**src/rtl/dss_pkg.sv**
```systemverilog
// Purpose: Shared constants, state type and helper functions of the drive start/stop sequencer.
// Assumes: CLK runs at 50 MHz; ramp and delay durations are kept in milliseconds.
// Notes: Register offsets are byte addresses on a 32-bit classic Wishbone bus.
package dss_pkg;

	// ----------------------------------------------------------------
	// Timing
	// ----------------------------------------------------------------
	localparam int CLK_HZ = 50_000_000;
	localparam int TICK_MS = 1;
	localparam int TICK_CYCLES = CLK_HZ / 1000 * TICK_MS;
	localparam int HALT_MIN_MS = 100;
	// A halt must last longer than the minimum, hence one cycle beyond it.
	localparam int HALT_CYCLES = HALT_MIN_MS * (CLK_HZ / 1000) + 1;
	localparam int STOP_TIME_MS = 10000;

	// ----------------------------------------------------------------
	// Data widths and scale
	// ----------------------------------------------------------------
	localparam int DW = 16;
	localparam logic [DW-1:0] FULL_SCALE = 16'hFFFF;

	// ----------------------------------------------------------------
	// Register map
	// ----------------------------------------------------------------
	localparam logic [7:0] ADR_CTRL = 8'h00;
	localparam logic [7:0] ADR_ACCEL = 8'h04;
	localparam logic [7:0] ADR_DECEL = 8'h08;
	localparam logic [7:0] ADR_STOP = 8'h0C;
	localparam logic [7:0] ADR_FAST = 8'h10;
	localparam logic [7:0] ADR_HOLD = 8'h14;
	localparam logic [7:0] ADR_SETPT = 8'h18;
	localparam logic [7:0] ADR_INCH = 8'h1C;
	localparam logic [7:0] ADR_TRIM = 8'h20;
	localparam logic [7:0] ADR_STATUS = 8'h24;
	localparam int CTRL_STOP_COAST = 0;
	localparam int CTRL_FAST_COAST = 1;
	localparam int CTRL_TRIM_EN = 2;
	localparam logic [2:0] CTRL_RST = 3'h0;
	localparam logic [DW-1:0] ACCEL_RST = 16'h03E8;
	localparam logic [DW-1:0] DECEL_RST = 16'h03E8;
	localparam logic [DW-1:0] STOP_RST = DW'(STOP_TIME_MS / TICK_MS);
	localparam logic [DW-1:0] FAST_RST = 16'h01F4;
	localparam logic [DW-1:0] HOLD_RST = 16'h0064;

	typedef enum logic [2:0] {ST_IDLE, ST_RUN, ST_INCH, ST_DECEL, ST_TRIM, ST_DWELL} dss_state_e;

	// Linear step per tick; a zero duration means an immediate jump.
	function automatic logic [DW-1:0] ramp_step(input logic [DW-1:0] dur);
		if (dur == '0) return FULL_SCALE;
		return FULL_SCALE / dur;
	endfunction : ramp_step

	// Byte-lane merge of a write into a 16-bit register.
	function automatic logic [DW-1:0] wb_merge(input logic [DW-1:0] old,
		input logic [31:0] dat, input logic [3:0] sel);
		return {sel[1] ? dat[15:8] : old[15:8], sel[0] ? dat[7:0] : old[7:0]};
	endfunction : wb_merge

endpackage : dss_pkg

```
**src/rtl/dss_ramp.sv**
```systemverilog
// Purpose: Linear ramp that moves a value toward a target once per tick.
// Assumes: tick is a one-cycle pulse; step is at least one.
// Notes: force_zero drops the value at the next edge, used for coasting.
`timescale 1ns/100ps
module dss_ramp import dss_pkg::*; (
	input wire logic clk,
	input wire logic reset,
	input wire logic tick,
	input wire logic force_zero,
	input wire logic [DW-1:0] target,
	input wire logic [DW-1:0] step,
	output logic [DW-1:0] value
);

	logic [DW-1:0] gap;

	assign gap = (value > target) ? value - target : target - value;

	always_ff @(posedge clk) begin
		if (reset || force_zero) begin
			value <= '0;
		end else if (tick && gap != '0) begin
			// Clamp the last step so the ramp lands exactly on the target.
			if (gap <= step) begin
				value <= target;
			end else if (value > target) begin
				value <= value - step;
			end else begin
				value <= value + step;
			end
		end
	end

endmodule : dss_ramp

```
**src/rtl/dss_sequencer.sv**
```systemverilog
// Purpose: Start/stop sequencer turning run, jog and halt commands into a speed_setpoint_out.
// Assumes: All inputs are synchronous to CLK; halt inputs are active low.
// Notes: Registers are reached over classic Wishbone; ramps advance on a 1 ms tick.
//
// How it works
// - After reset stop mode is ramp and stop ramp time is ten seconds.
// - Ramp stop decelerates over decel_duration, then trim ramps to zero over stop time.
// - Without trim in use, the decel ramp alone brings the demand to zero.
// - After a ramp stop the stage stays enabled until the hold delay ends.
// - Zero decel_duration or freeze input makes a ramp stop use the stop-time rate; a fast halt keeps the fast rate.
// - Coast stop zeroes the demand and disables the stage at once.
// - Keypad and remote commands share one identical stop procedure.
// - Fast halt overrides run, reverse and jog in both command modes.
// - Fast halt mode is ramp or coast, starting when its input goes low.
// - Freewheel halt low disables the power stage immediately.
// - Freewheel halt has priority; fast halt is ignored while it is active.
// - A trip coasts the drive and blocks the stage until cleared and reset.
// - Halt-latch low over 100 ms starts a stop that always completes.
// - Permit low disables the stage; every start needs the permit.
// - In remote mode, with halt-latch low the drive runs only while run is held.
// - In remote mode run and reverse both true are ignored and the drive stops.
// - Halt-latch high latches remote run requests; low unlatches them and stops.
// - Jog is never latched; the drive jogs only while jog is held.
// - Run and jog are exclusive; switching needs a stop first.
// - Motion-active is true from start until the stop sequence completes.
// - Fault-free is true whenever the drive is not tripped.
`timescale 1ns/100ps
module dss_sequencer import dss_pkg::*; #(
	parameter int P_TICK_CYCLES = TICK_CYCLES,
	parameter int P_HALT_CYCLES = HALT_CYCLES
) (
	input wire logic CLK,
	input wire logic RESET,
	input wire logic [7:0] WB_ADR_I,
	input wire logic [31:0] WB_DAT_I,
	input wire logic [3:0] WB_SEL_I,
	input wire logic WB_WE_I,
	input wire logic WB_CYC_I,
	input wire logic WB_STB_I,
	output logic [31:0] WB_DAT_O,
	output logic WB_ACK_O,
	input wire logic LOCAL_MODE,
	input wire logic KEY_RUN,
	input wire logic KEY_STOP,
	input wire logic KEY_INCH,
	input wire logic KEY_REVERSE,
	input wire logic RUN_FWD,
	input wire logic RUN_REV,
	input wire logic INCH_REQUEST,
	input wire logic FAST_HALT_N,
	input wire logic FREEWHEEL_HALT_N,
	input wire logic HALT_LATCH_N,
	input wire logic STAGE_PERMIT,
	input wire logic RAMP_FREEZE,
	input wire logic TRIP,
	input wire logic TRIP_RESET,
	output logic [DW-1:0] SPEED_SETPOINT_OUT,
	output logic [DW-1:0] TRIM_OUT,
	output logic DIRECTION_FROM_SEQUENCER,
	output logic STAGE_ENABLE,
	output logic MOTION_ACTIVE,
	output logic FAULT_FREE
);

	// ----------------------------------------------------------------
	// Declarations
	// ----------------------------------------------------------------
	dss_state_e state, next_state;
	logic next_stage, next_dir, next_fast;
	logic [2:0] ctrl;
	logic [DW-1:0] accel_ms, decel_ms, stop_ms, fast_ms, hold_ms;
	logic [DW-1:0] setpoint, inch_set, trim_set;
	logic [15:0] tick_cnt;
	logic tick;
	logic [23:0] halt_cnt;
	logic stop_pend, trip_lat, fwd_lat, rev_lat, key_lat, fast_stop;
	logic [DW-1:0] dwell_cnt;
	logic wb_hit;
	logic [31:0] rd_mux;
	logic stop_coast, fast_coast, trim_en;
	logic fwd_any, rev_any, run_req, inch_req, rev_req, coast_now;
	logic halt_fast, stop_cmd, zero_now;
	logic [DW-1:0] main_tgt, main_step, trim_tgt, trim_step;
	logic [DW-1:0] acc_step, dec_step, stp_step, fst_step;

	assign stop_coast = ctrl[CTRL_STOP_COAST];
	assign fast_coast = ctrl[CTRL_FAST_COAST];
	assign trim_en = ctrl[CTRL_TRIM_EN];
	assign acc_step = ramp_step(accel_ms);
	assign dec_step = ramp_step(decel_ms);
	assign stp_step = ramp_step(stop_ms);
	assign fst_step = ramp_step(fast_ms);

	// ----------------------------------------------------------------
	// System tick
	// ----------------------------------------------------------------
	always_ff @(posedge CLK) begin
		if (RESET) begin
			tick_cnt <= '0;
			tick <= 1'b0;
		end else if (tick_cnt == 16'(P_TICK_CYCLES - 1)) begin
			tick_cnt <= '0;
			tick <= 1'b1;
		end else begin
			tick_cnt <= tick_cnt + 16'h0001;
			tick <= 1'b0;
		end
	end

	// ----------------------------------------------------------------
	// Wishbone register file
	// ----------------------------------------------------------------
	assign wb_hit = WB_CYC_I && WB_STB_I;

	always_ff @(posedge CLK) begin
		if (RESET) begin
			WB_ACK_O <= 1'b0;
		end else begin
			WB_ACK_O <= wb_hit && !WB_ACK_O;
		end
	end

	always_comb begin
		case (WB_ADR_I)
			ADR_CTRL: rd_mux = {29'h0, ctrl};
			ADR_ACCEL: rd_mux = {16'h0, accel_ms};
			ADR_DECEL: rd_mux = {16'h0, decel_ms};
			ADR_STOP: rd_mux = {16'h0, stop_ms};
			ADR_FAST: rd_mux = {16'h0, fast_ms};
			ADR_HOLD: rd_mux = {16'h0, hold_ms};
			ADR_SETPT: rd_mux = {16'h0, setpoint};
			ADR_INCH: rd_mux = {16'h0, inch_set};
			ADR_TRIM: rd_mux = {16'h0, trim_set};
			ADR_STATUS: rd_mux = {25'h0, trip_lat, STAGE_ENABLE, MOTION_ACTIVE, fast_stop,
				3'(state)};
			default: rd_mux = 32'h0;
		endcase
	end

	always_ff @(posedge CLK) begin
		if (RESET) begin
			WB_DAT_O <= 32'h0;
		end else if (wb_hit && !WB_ACK_O && !WB_WE_I) begin
			WB_DAT_O <= rd_mux;
		end
	end

	// Writes land on the edge where the master sees the acknowledge.
	always_ff @(posedge CLK) begin
		if (RESET) begin
			ctrl <= CTRL_RST;
			accel_ms <= ACCEL_RST;
			decel_ms <= DECEL_RST;
			stop_ms <= STOP_RST;
			fast_ms <= FAST_RST;
			hold_ms <= HOLD_RST;
			setpoint <= '0;
			inch_set <= '0;
			trim_set <= '0;
		end else if (wb_hit && WB_ACK_O && WB_WE_I) begin
			case (WB_ADR_I)
				ADR_CTRL: if (WB_SEL_I[0]) ctrl <= WB_DAT_I[2:0];
				ADR_ACCEL: accel_ms <= wb_merge(accel_ms, WB_DAT_I, WB_SEL_I);
				ADR_DECEL: decel_ms <= wb_merge(decel_ms, WB_DAT_I, WB_SEL_I);
				ADR_STOP: stop_ms <= wb_merge(stop_ms, WB_DAT_I, WB_SEL_I);
				ADR_FAST: fast_ms <= wb_merge(fast_ms, WB_DAT_I, WB_SEL_I);
				ADR_HOLD: hold_ms <= wb_merge(hold_ms, WB_DAT_I, WB_SEL_I);
				ADR_SETPT: setpoint <= wb_merge(setpoint, WB_DAT_I, WB_SEL_I);
				ADR_INCH: inch_set <= wb_merge(inch_set, WB_DAT_I, WB_SEL_I);
				ADR_TRIM: trim_set <= wb_merge(trim_set, WB_DAT_I, WB_SEL_I);
				default: ;
			endcase
		end
	end

	// ----------------------------------------------------------------
	// Command latches and halt filter
	// ----------------------------------------------------------------
	always_ff @(posedge CLK) begin
		if (RESET) begin
			fwd_lat <= 1'b0;
			rev_lat <= 1'b0;
			key_lat <= 1'b0;
		end else begin
			// The forward and reverse latches only hold while the halt-latch input stays high; the keypad latch ignores it.
			fwd_lat <= HALT_LATCH_N && !RUN_REV && (RUN_FWD || fwd_lat);
			rev_lat <= HALT_LATCH_N && !RUN_FWD && (RUN_REV || rev_lat);
			key_lat <= !KEY_STOP && (KEY_RUN || key_lat);
		end
	end

	// The filter fires once per low period, so a permanently low input
	// still allows plain held-run operation.
	always_ff @(posedge CLK) begin
		if (RESET) begin
			halt_cnt <= '0;
			stop_pend <= 1'b0;
		end else begin
			if (HALT_LATCH_N) begin
				halt_cnt <= '0;
			end else if (halt_cnt != 24'(P_HALT_CYCLES)) begin
				halt_cnt <= halt_cnt + 24'h000001;
			end
			if (!HALT_LATCH_N && halt_cnt == 24'(P_HALT_CYCLES - 1)) begin
				stop_pend <= 1'b1;
			end else if (state == ST_IDLE) begin
				stop_pend <= 1'b0;
			end
		end
	end

	always_ff @(posedge CLK) begin
		if (RESET) begin
			trip_lat <= 1'b0;
			FAULT_FREE <= 1'b1;
		end else begin
			trip_lat <= TRIP || (trip_lat && !TRIP_RESET);
			FAULT_FREE <= !(TRIP || (trip_lat && !TRIP_RESET));
		end
	end

	assign fwd_any = RUN_FWD || fwd_lat;
	assign rev_any = RUN_REV || rev_lat;
	assign run_req = LOCAL_MODE ? key_lat : (fwd_any ^ rev_any);
	assign inch_req = LOCAL_MODE ? KEY_INCH : INCH_REQUEST;
	assign rev_req = LOCAL_MODE ? KEY_REVERSE : rev_any;
	assign coast_now = !FREEWHEEL_HALT_N || trip_lat || !STAGE_PERMIT;
	assign halt_fast = !FAST_HALT_N && FREEWHEEL_HALT_N;
	assign stop_cmd = halt_fast || stop_pend ||
		!(state == ST_RUN ? run_req : inch_req);

	// ----------------------------------------------------------------
	// Sequencer
	// ----------------------------------------------------------------
	always_comb begin
		next_state = state;
		next_stage = STAGE_ENABLE;
		next_dir = DIRECTION_FROM_SEQUENCER;
		next_fast = fast_stop;
		zero_now = 1'b0;
		case (state)
			ST_IDLE: begin
				next_stage = 1'b0;
				next_fast = 1'b0;
				if (!halt_fast && !stop_pend && STAGE_PERMIT) begin
					if (run_req) begin
						next_state = ST_RUN;
						next_stage = 1'b1;
						next_dir = rev_req;
					end else if (inch_req) begin
						next_state = ST_INCH;
						next_stage = 1'b1;
						next_dir = rev_req;
					end
				end
			end
			ST_RUN, ST_INCH: begin
				// The other request is not looked at here, so no swap without a stop.
				if (stop_cmd) begin
					next_fast = halt_fast;
					if (halt_fast ? fast_coast : stop_coast) begin
						next_state = ST_IDLE;
						next_stage = 1'b0;
						zero_now = 1'b1;
					end else begin
						next_state = ST_DECEL;
					end
				end
			end
			ST_DECEL: begin
				if (halt_fast) next_fast = 1'b1;
				if (SPEED_SETPOINT_OUT == '0) begin
					next_state = trim_en ? ST_TRIM : ST_DWELL;
				end
			end
			ST_TRIM: begin
				if (TRIM_OUT == '0) next_state = ST_DWELL;
			end
			ST_DWELL: begin
				if (tick && dwell_cnt >= hold_ms) begin
					next_state = ST_IDLE;
					next_stage = 1'b0;
				end
			end
			default: begin
				next_state = ST_IDLE;
				next_stage = 1'b0;
			end
		endcase
		// Forced coast overrides every state, including a running stop.
		if (coast_now) begin
			next_state = ST_IDLE;
			next_stage = 1'b0;
			zero_now = 1'b1;
		end
	end

	always_ff @(posedge CLK) begin
		if (RESET) begin
			state <= ST_IDLE;
			STAGE_ENABLE <= 1'b0;
			DIRECTION_FROM_SEQUENCER <= 1'b0;
			MOTION_ACTIVE <= 1'b0;
			fast_stop <= 1'b0;
		end else begin
			state <= next_state;
			STAGE_ENABLE <= next_stage;
			DIRECTION_FROM_SEQUENCER <= next_dir;
			MOTION_ACTIVE <= next_state != ST_IDLE;
			fast_stop <= next_fast;
		end
	end

	always_ff @(posedge CLK) begin
		if (RESET || state != ST_DWELL) begin
			dwell_cnt <= '0;
		end else if (tick && dwell_cnt != FULL_SCALE) begin
			dwell_cnt <= dwell_cnt + 16'h0001;
		end
	end

	// ----------------------------------------------------------------
	// Ramps
	// ----------------------------------------------------------------
	always_comb begin
		main_tgt = '0;
		main_step = acc_step;
		case (state)
			ST_RUN: main_tgt = setpoint;
			ST_INCH: main_tgt = inch_set;
			ST_DECEL: begin
				if (fast_stop) main_step = fst_step;
				else if (decel_ms == '0 || RAMP_FREEZE) main_step = stp_step;
				else main_step = dec_step;
			end
			default: main_step = acc_step;
		endcase
		trim_tgt = (state == ST_RUN || state == ST_INCH || state == ST_DECEL) ? trim_set : '0;
		trim_step = (state == ST_TRIM) ? stp_step : acc_step;
	end

	dss_ramp u_main_ramp (
		.clk(CLK),
		.reset(RESET),
		.tick(tick),
		.force_zero(zero_now),
		.target(main_tgt),
		.step(main_step),
		.value(SPEED_SETPOINT_OUT)
	);

	dss_ramp u_trim_ramp (
		.clk(CLK),
		.reset(RESET),
		.tick(tick),
		.force_zero(zero_now || !trim_en),
		.target(trim_tgt),
		.step(trim_step),
		.value(TRIM_OUT)
	);
endmodule : dss_sequencer

```
**config.mk**
```make
export PLATFORM = sky130hd
export DESIGN_NAME = dss_sequencer
export DESIGN_NICKNAME = d
export VERILOG_FILES = /design/src/rtl/dss_pkg.sv /design/src/rtl/dss_ramp.sv /design/src/rtl/dss_sequencer.sv
export SDC_FILE = /design/constraint.sdc
export NUM_CORES = 2
export LEC_CHECK = 0
export ABC_AREA = 1
export BUFFER_PORTS_ARGS = -buffer_cell sky130_fd_sc_hd__buf_4
export CAP_MARGIN = 0
export CORE_MARGIN = 4
export CORE_UTILIZATION = 35
export DETAILED_ROUTE_END_ITERATION = 10
export GPL_TIMING_DRIVEN = 0
export PLACE_DENSITY = 0.46
export SLEW_MARGIN = 20
export SYNTH_ARGS = -nofsm -noshare
export SYNTH_HDL_FRONTEND = slang
export SYNTH_HIERARCHICAL = 1
export SYNTH_SLANG_ARGS = --single-unit
export TNS_END_PERCENT = 10
```
**constraint.sdc**
```tcl
create_clock -name CLK -period 32.7 [get_ports CLK]
set_input_delay 9.81 -clock CLK [delete_from_list [all_inputs] [get_ports CLK]]
set_output_delay 9.81 -clock CLK [all_outputs]
set_load 0.02 [all_outputs]
```
==> results by group <==
Yosys
  – Combinational family with the most area after synthesis: simple AND/OR/NAND/NOR gates
  – Yosys reg bits: 250
  – Top post-synthesis cells by count: nand2_1 (2139), inv_1 (1164), a21oi_1 (652), ha_1 (627), nand3_1 (520)
  – Post-synthesis compound-gate area fraction: 19.62%
  – Count leader, synth: nand2_1
  – Post-Synth Simple-Gate Area: roughly 34%
  – Yosys Warn Count: 6
  – Syn Area/Cell: 5.926 um^2
  – Post-synth top area share: about 17%
  – Sequential share of the synthesized area: a little over a tenth
  – Mux cell area share after synthesis: 0.06469%
  – Post-Syn Area: 46420 um^2
  – Synth top area cells: nand2_1 (17%), ha_1 (17%), dfxtp_1 (11%)
  – Largest area contributor in the netlist: nand2_1
  – Main synth FF type: dfxtp_1
  – Post-synth EDFFs: 0
  – Asr flop ratio synth: 0%
  – Synth cell types: between 70 and 80
  – Syn Inst Count: about 7800
  – Synth Area in Adders: 17.16%
  – Synth Area in XOR/XNOR: under 10%

Clocking
  – Clk_lat worst skew: 590 ps
  – Longest Clk Path Bufs: 3
  – CTS Buf Count: 35
  – H-tree depth: 2
  – Clock sink total: 250
  – CTS tree: done
  – Worst-path clk slew: 60 ps
  – Root buffer cell: clkbuf_16

Min path
  – Cell count of the worst hold path: 1
  – HP Start: tick_cnt[0]$_SDFF_PP0_
  – Worst Hold End: tick_cnt[0]$_SDFF_PP0_
  – Hold Path Class: reg2reg

Die
  – Vert. Die Dim: between 300 and 400 um
  – # IOs: roughly 130
  – FP Rows: approximately 130
  – Core area: 131600 um^2
  – Die Area: between 100000 and 150000 um^2
  – Initial core utilization: a little over a third
  – Die X: roughly 370 um

Global routing
  – Vias in the first global route: roughly 47000
  – First-pass GRT wire length: 282400 um
  – GRT overflow: 0
  – Antenna violations before repair: 15
  – Gr usage total: 26.28%
  – Largest net degree at the start of global routing: 20

Cells and area
  – Synthesis-to-layout area growth: 12.97%
  – Nets@finish: 8802
  – Ratio of cells with drive above 1 in the final layout: 10.22%
  – FILL cells: 14640
  – Final Core Density: about two fifths

Routing
  – Final ANT Viol Nets: 0
  – Via count: 51690
  – DRC violations left: 0
  – Vias per Instance: roughly 5.2
  – Routed len/inst: 19.22 um
  – 1st-iter DRT viols: roughly 4000
  – DRT Pass-1 Iters: 6
  – Final WL: 190100 um

STA
  – Slew @ Worst Pin: 1268 ps
  – Final setup fails: 0
  – Max Clk Rate: 0.03324 GHz
  – Slew Viols, Final: 0
  – Final hold vios: 0
  – WHS: 444.6 ps
  – Period utilisation layout: 91.99%
  – Relative slew slack: between 10% and 20%
  – Final min period: between 30000 and 40000 ps
  – Setup Skew: 20.82 ps
  – RSZ-0062 raised after global routing: true

Power
  – Peak VDD IR: ~0.000068 V
  – Lkg Pwr: around 25 nW
  – Pwr Total: approximately 1.1 mW
  – PwrDens: roughly 22 nW/um^2

Critical path
  – Worst Setup Start Kind: flip-flop
  – Arrival time at the worst endpoint: 30560 ps
  – Crit Path Max Fanout: 10
  – CP Class: reg2reg
  – Reg2reg start: stop_ms[14]$_SDFFE_PP0P_
  – CP required: around 33000 ps
  – CP endpoint kind: flip-flop
  – Reg2reg setup slack: ~2600 ps
  – R2R cell count: between 200 and 250
  – FF-to-FF End: u_main_ramp/value[13]$_SDFFE_PP0P_
  – Crit path max-delay cell type: a221oi_1
  – Most frequent CP cell: nand2_1
  – Max incr delay on CP: 440 ps

Placed design
  – Routability congestion estimate: 0.9688
  – IO Port Bufs: 98
  – Post-DP HPWL: 153300 um

Outcome
  – Outcome: completed

Flow run
  – Max Cap Viol: 0
-- logic make-up (layout without fill, tap and decap cells) --
group	after synthesis	after routing
AO/OA/AOI/OAI	1582	1582
buffers and inverters	1392	1673
adder cells (fa/ha/maj)	633	633
AND/OR/NAND/NOR	3613	3614
XOR/XNOR	359	359
multiplexers	3	3
flip-flops	250	250
other	1	25
-- worst max-delay path: cells and delay by family (launching register included) --
| kind | cells | cell delay, ps |
|---|---|---|
| xor+xnor | 1 | 180 |
| simple gates | 98 | 10570 |
| fa+ha+maj | 17 | 5330 |
| compound gates | 63 | 9640 |
| buf+inv | 31 | 3820 |
| flops | 1 | 340 |
-- state kept, by name (all words and copies together) (netlist names), 3 cells and up --
| signal | cells |
|---|---|
| halt_cnt | 24 |
| WB_DAT_O | 16 |
| accel_ms | 16 |
| decel_ms | 16 |
| dwell_cnt | 16 |
| fast_ms | 16 |
| hold_ms | 16 |
| inch_set | 16 |
| setpoint | 16 |
| stop_ms | 16 |
| tick_cnt | 16 |
| trim_set | 16 |
| u_main_ramp/value | 16 |
| u_trim_ramp/value | 16 |
| ctrl | 3 |
| state | 3 |
-- layer usage --
layer | up-vias | part of all wire, % | wire [um] | track usage, %
li1 | 26310 | - | - | -
met1 | 23880 | 47 | 89890 | 36.94
met2 | 1264 | 44 | 83160 | 42.44
met3 | 237 | 6.1 | 11640 | 3.251
met4 | 8 | 2.8 | 5356 | 6.526
met5 | - | 0.045 | 86 | 0
-- cell usage in the layout, fill, tap and decap left out, drive strengths merged, types with 118 or more instances in the layout --
| master | instances |
|---|---|
| ha | 627 |
| a21oi | 660 |
| inv | 1174 |
| xnor2 | 120 |
| nor3 | 122 |
| nand2 | 2174 |
| o21ai | 536 |
| nor2 | 490 |
| buf | 326 |
| clkbuf | 118 |
| dfxtp | 250 |
| xor2 | 239 |
| nand3 | 560 |
-- timing repair --
action                                  4_1_cts  5_1_grt
buffers inserted                              1      121
endpoints found under the setup margin       27       32
resized for setup                            35      283
hold buffers                                  0        0
pin swaps                                     0       41
endpoints found under the hold margin         0        0
gates cloned                                  0        1
-- cell type report --
cell class	instances	area [um^2]	share of cell area [%]
repair buffers	221	1659	3.164
diodes	9	22.52	0.04295
multi-input cells	6207	36640	69.87
flip-flops and latches	250	5009	9.551
plain buffers	181	1085	2.069
clock buffers	42	942.2	1.797
inverters	1209	4695	8.952
clock inverters	20	190.2	0.3627
well taps	1755	2196	4.187
-- where the power goes --
group | switching [mW] | leakage [nW] | internal, mW | total, mW
clock | 0.174 | 0.549 | 0.217 | 0.391
sequential | 0.000966 | 2.02 | 0.306 | 0.306
combinational | 0.278 | 22.8 | 0.162 | 0.440
-- worst max path at each step --
stage	from	end	slack, ps
2_1_floorplan	accel_ms[6]$_SDFFE_PP1P_	u_main_ramp/value[14]$_SDFFE_PP0P_	6810
3_3_place_gp	stop_ms[9]$_SDFFE_PP1P_	u_main_ramp/value[14]$_SDFFE_PP0P_	-1260
3_5_place_dp	stop_ms[9]$_SDFFE_PP1P_	u_main_ramp/value[14]$_SDFFE_PP0P_	-1340
4_1_cts	fast_ms[7]$_SDFFE_PP1P_	u_main_ramp/value[14]$_SDFFE_PP0P_	30
5_1_grt	stop_ms[11]$_SDFFE_PP0P_	u_main_ramp/value[14]$_SDFFE_PP0P_	-170
6_report	stop_ms[14]$_SDFFE_PP0P_	u_main_ramp/value[13]$_SDFFE_PP0P_	2620
-- stage by stage --
| step | cells | worst slack [ps] | instance area (um^2) | TNS (ps) |
|---|---|---|---|---|
| 3_3_place_gp | 9701 | -1262 | 49410 | -13720 |
| 5_1_grt | 9885 | -173.9 | 52420 | -952.5 |
| 4_1_cts | 9765 | 27.15 | 50680 | 0 |
| 3_5_place_dp | 9702 | -1338 | 49420 | -15150 |
| 2_1_floorplan | 7848 | 6810 | 46480 | 0 |
| 6_report | 9894 | 2619 | 52440 | 0 |
(Power assumes the default switching activity.)
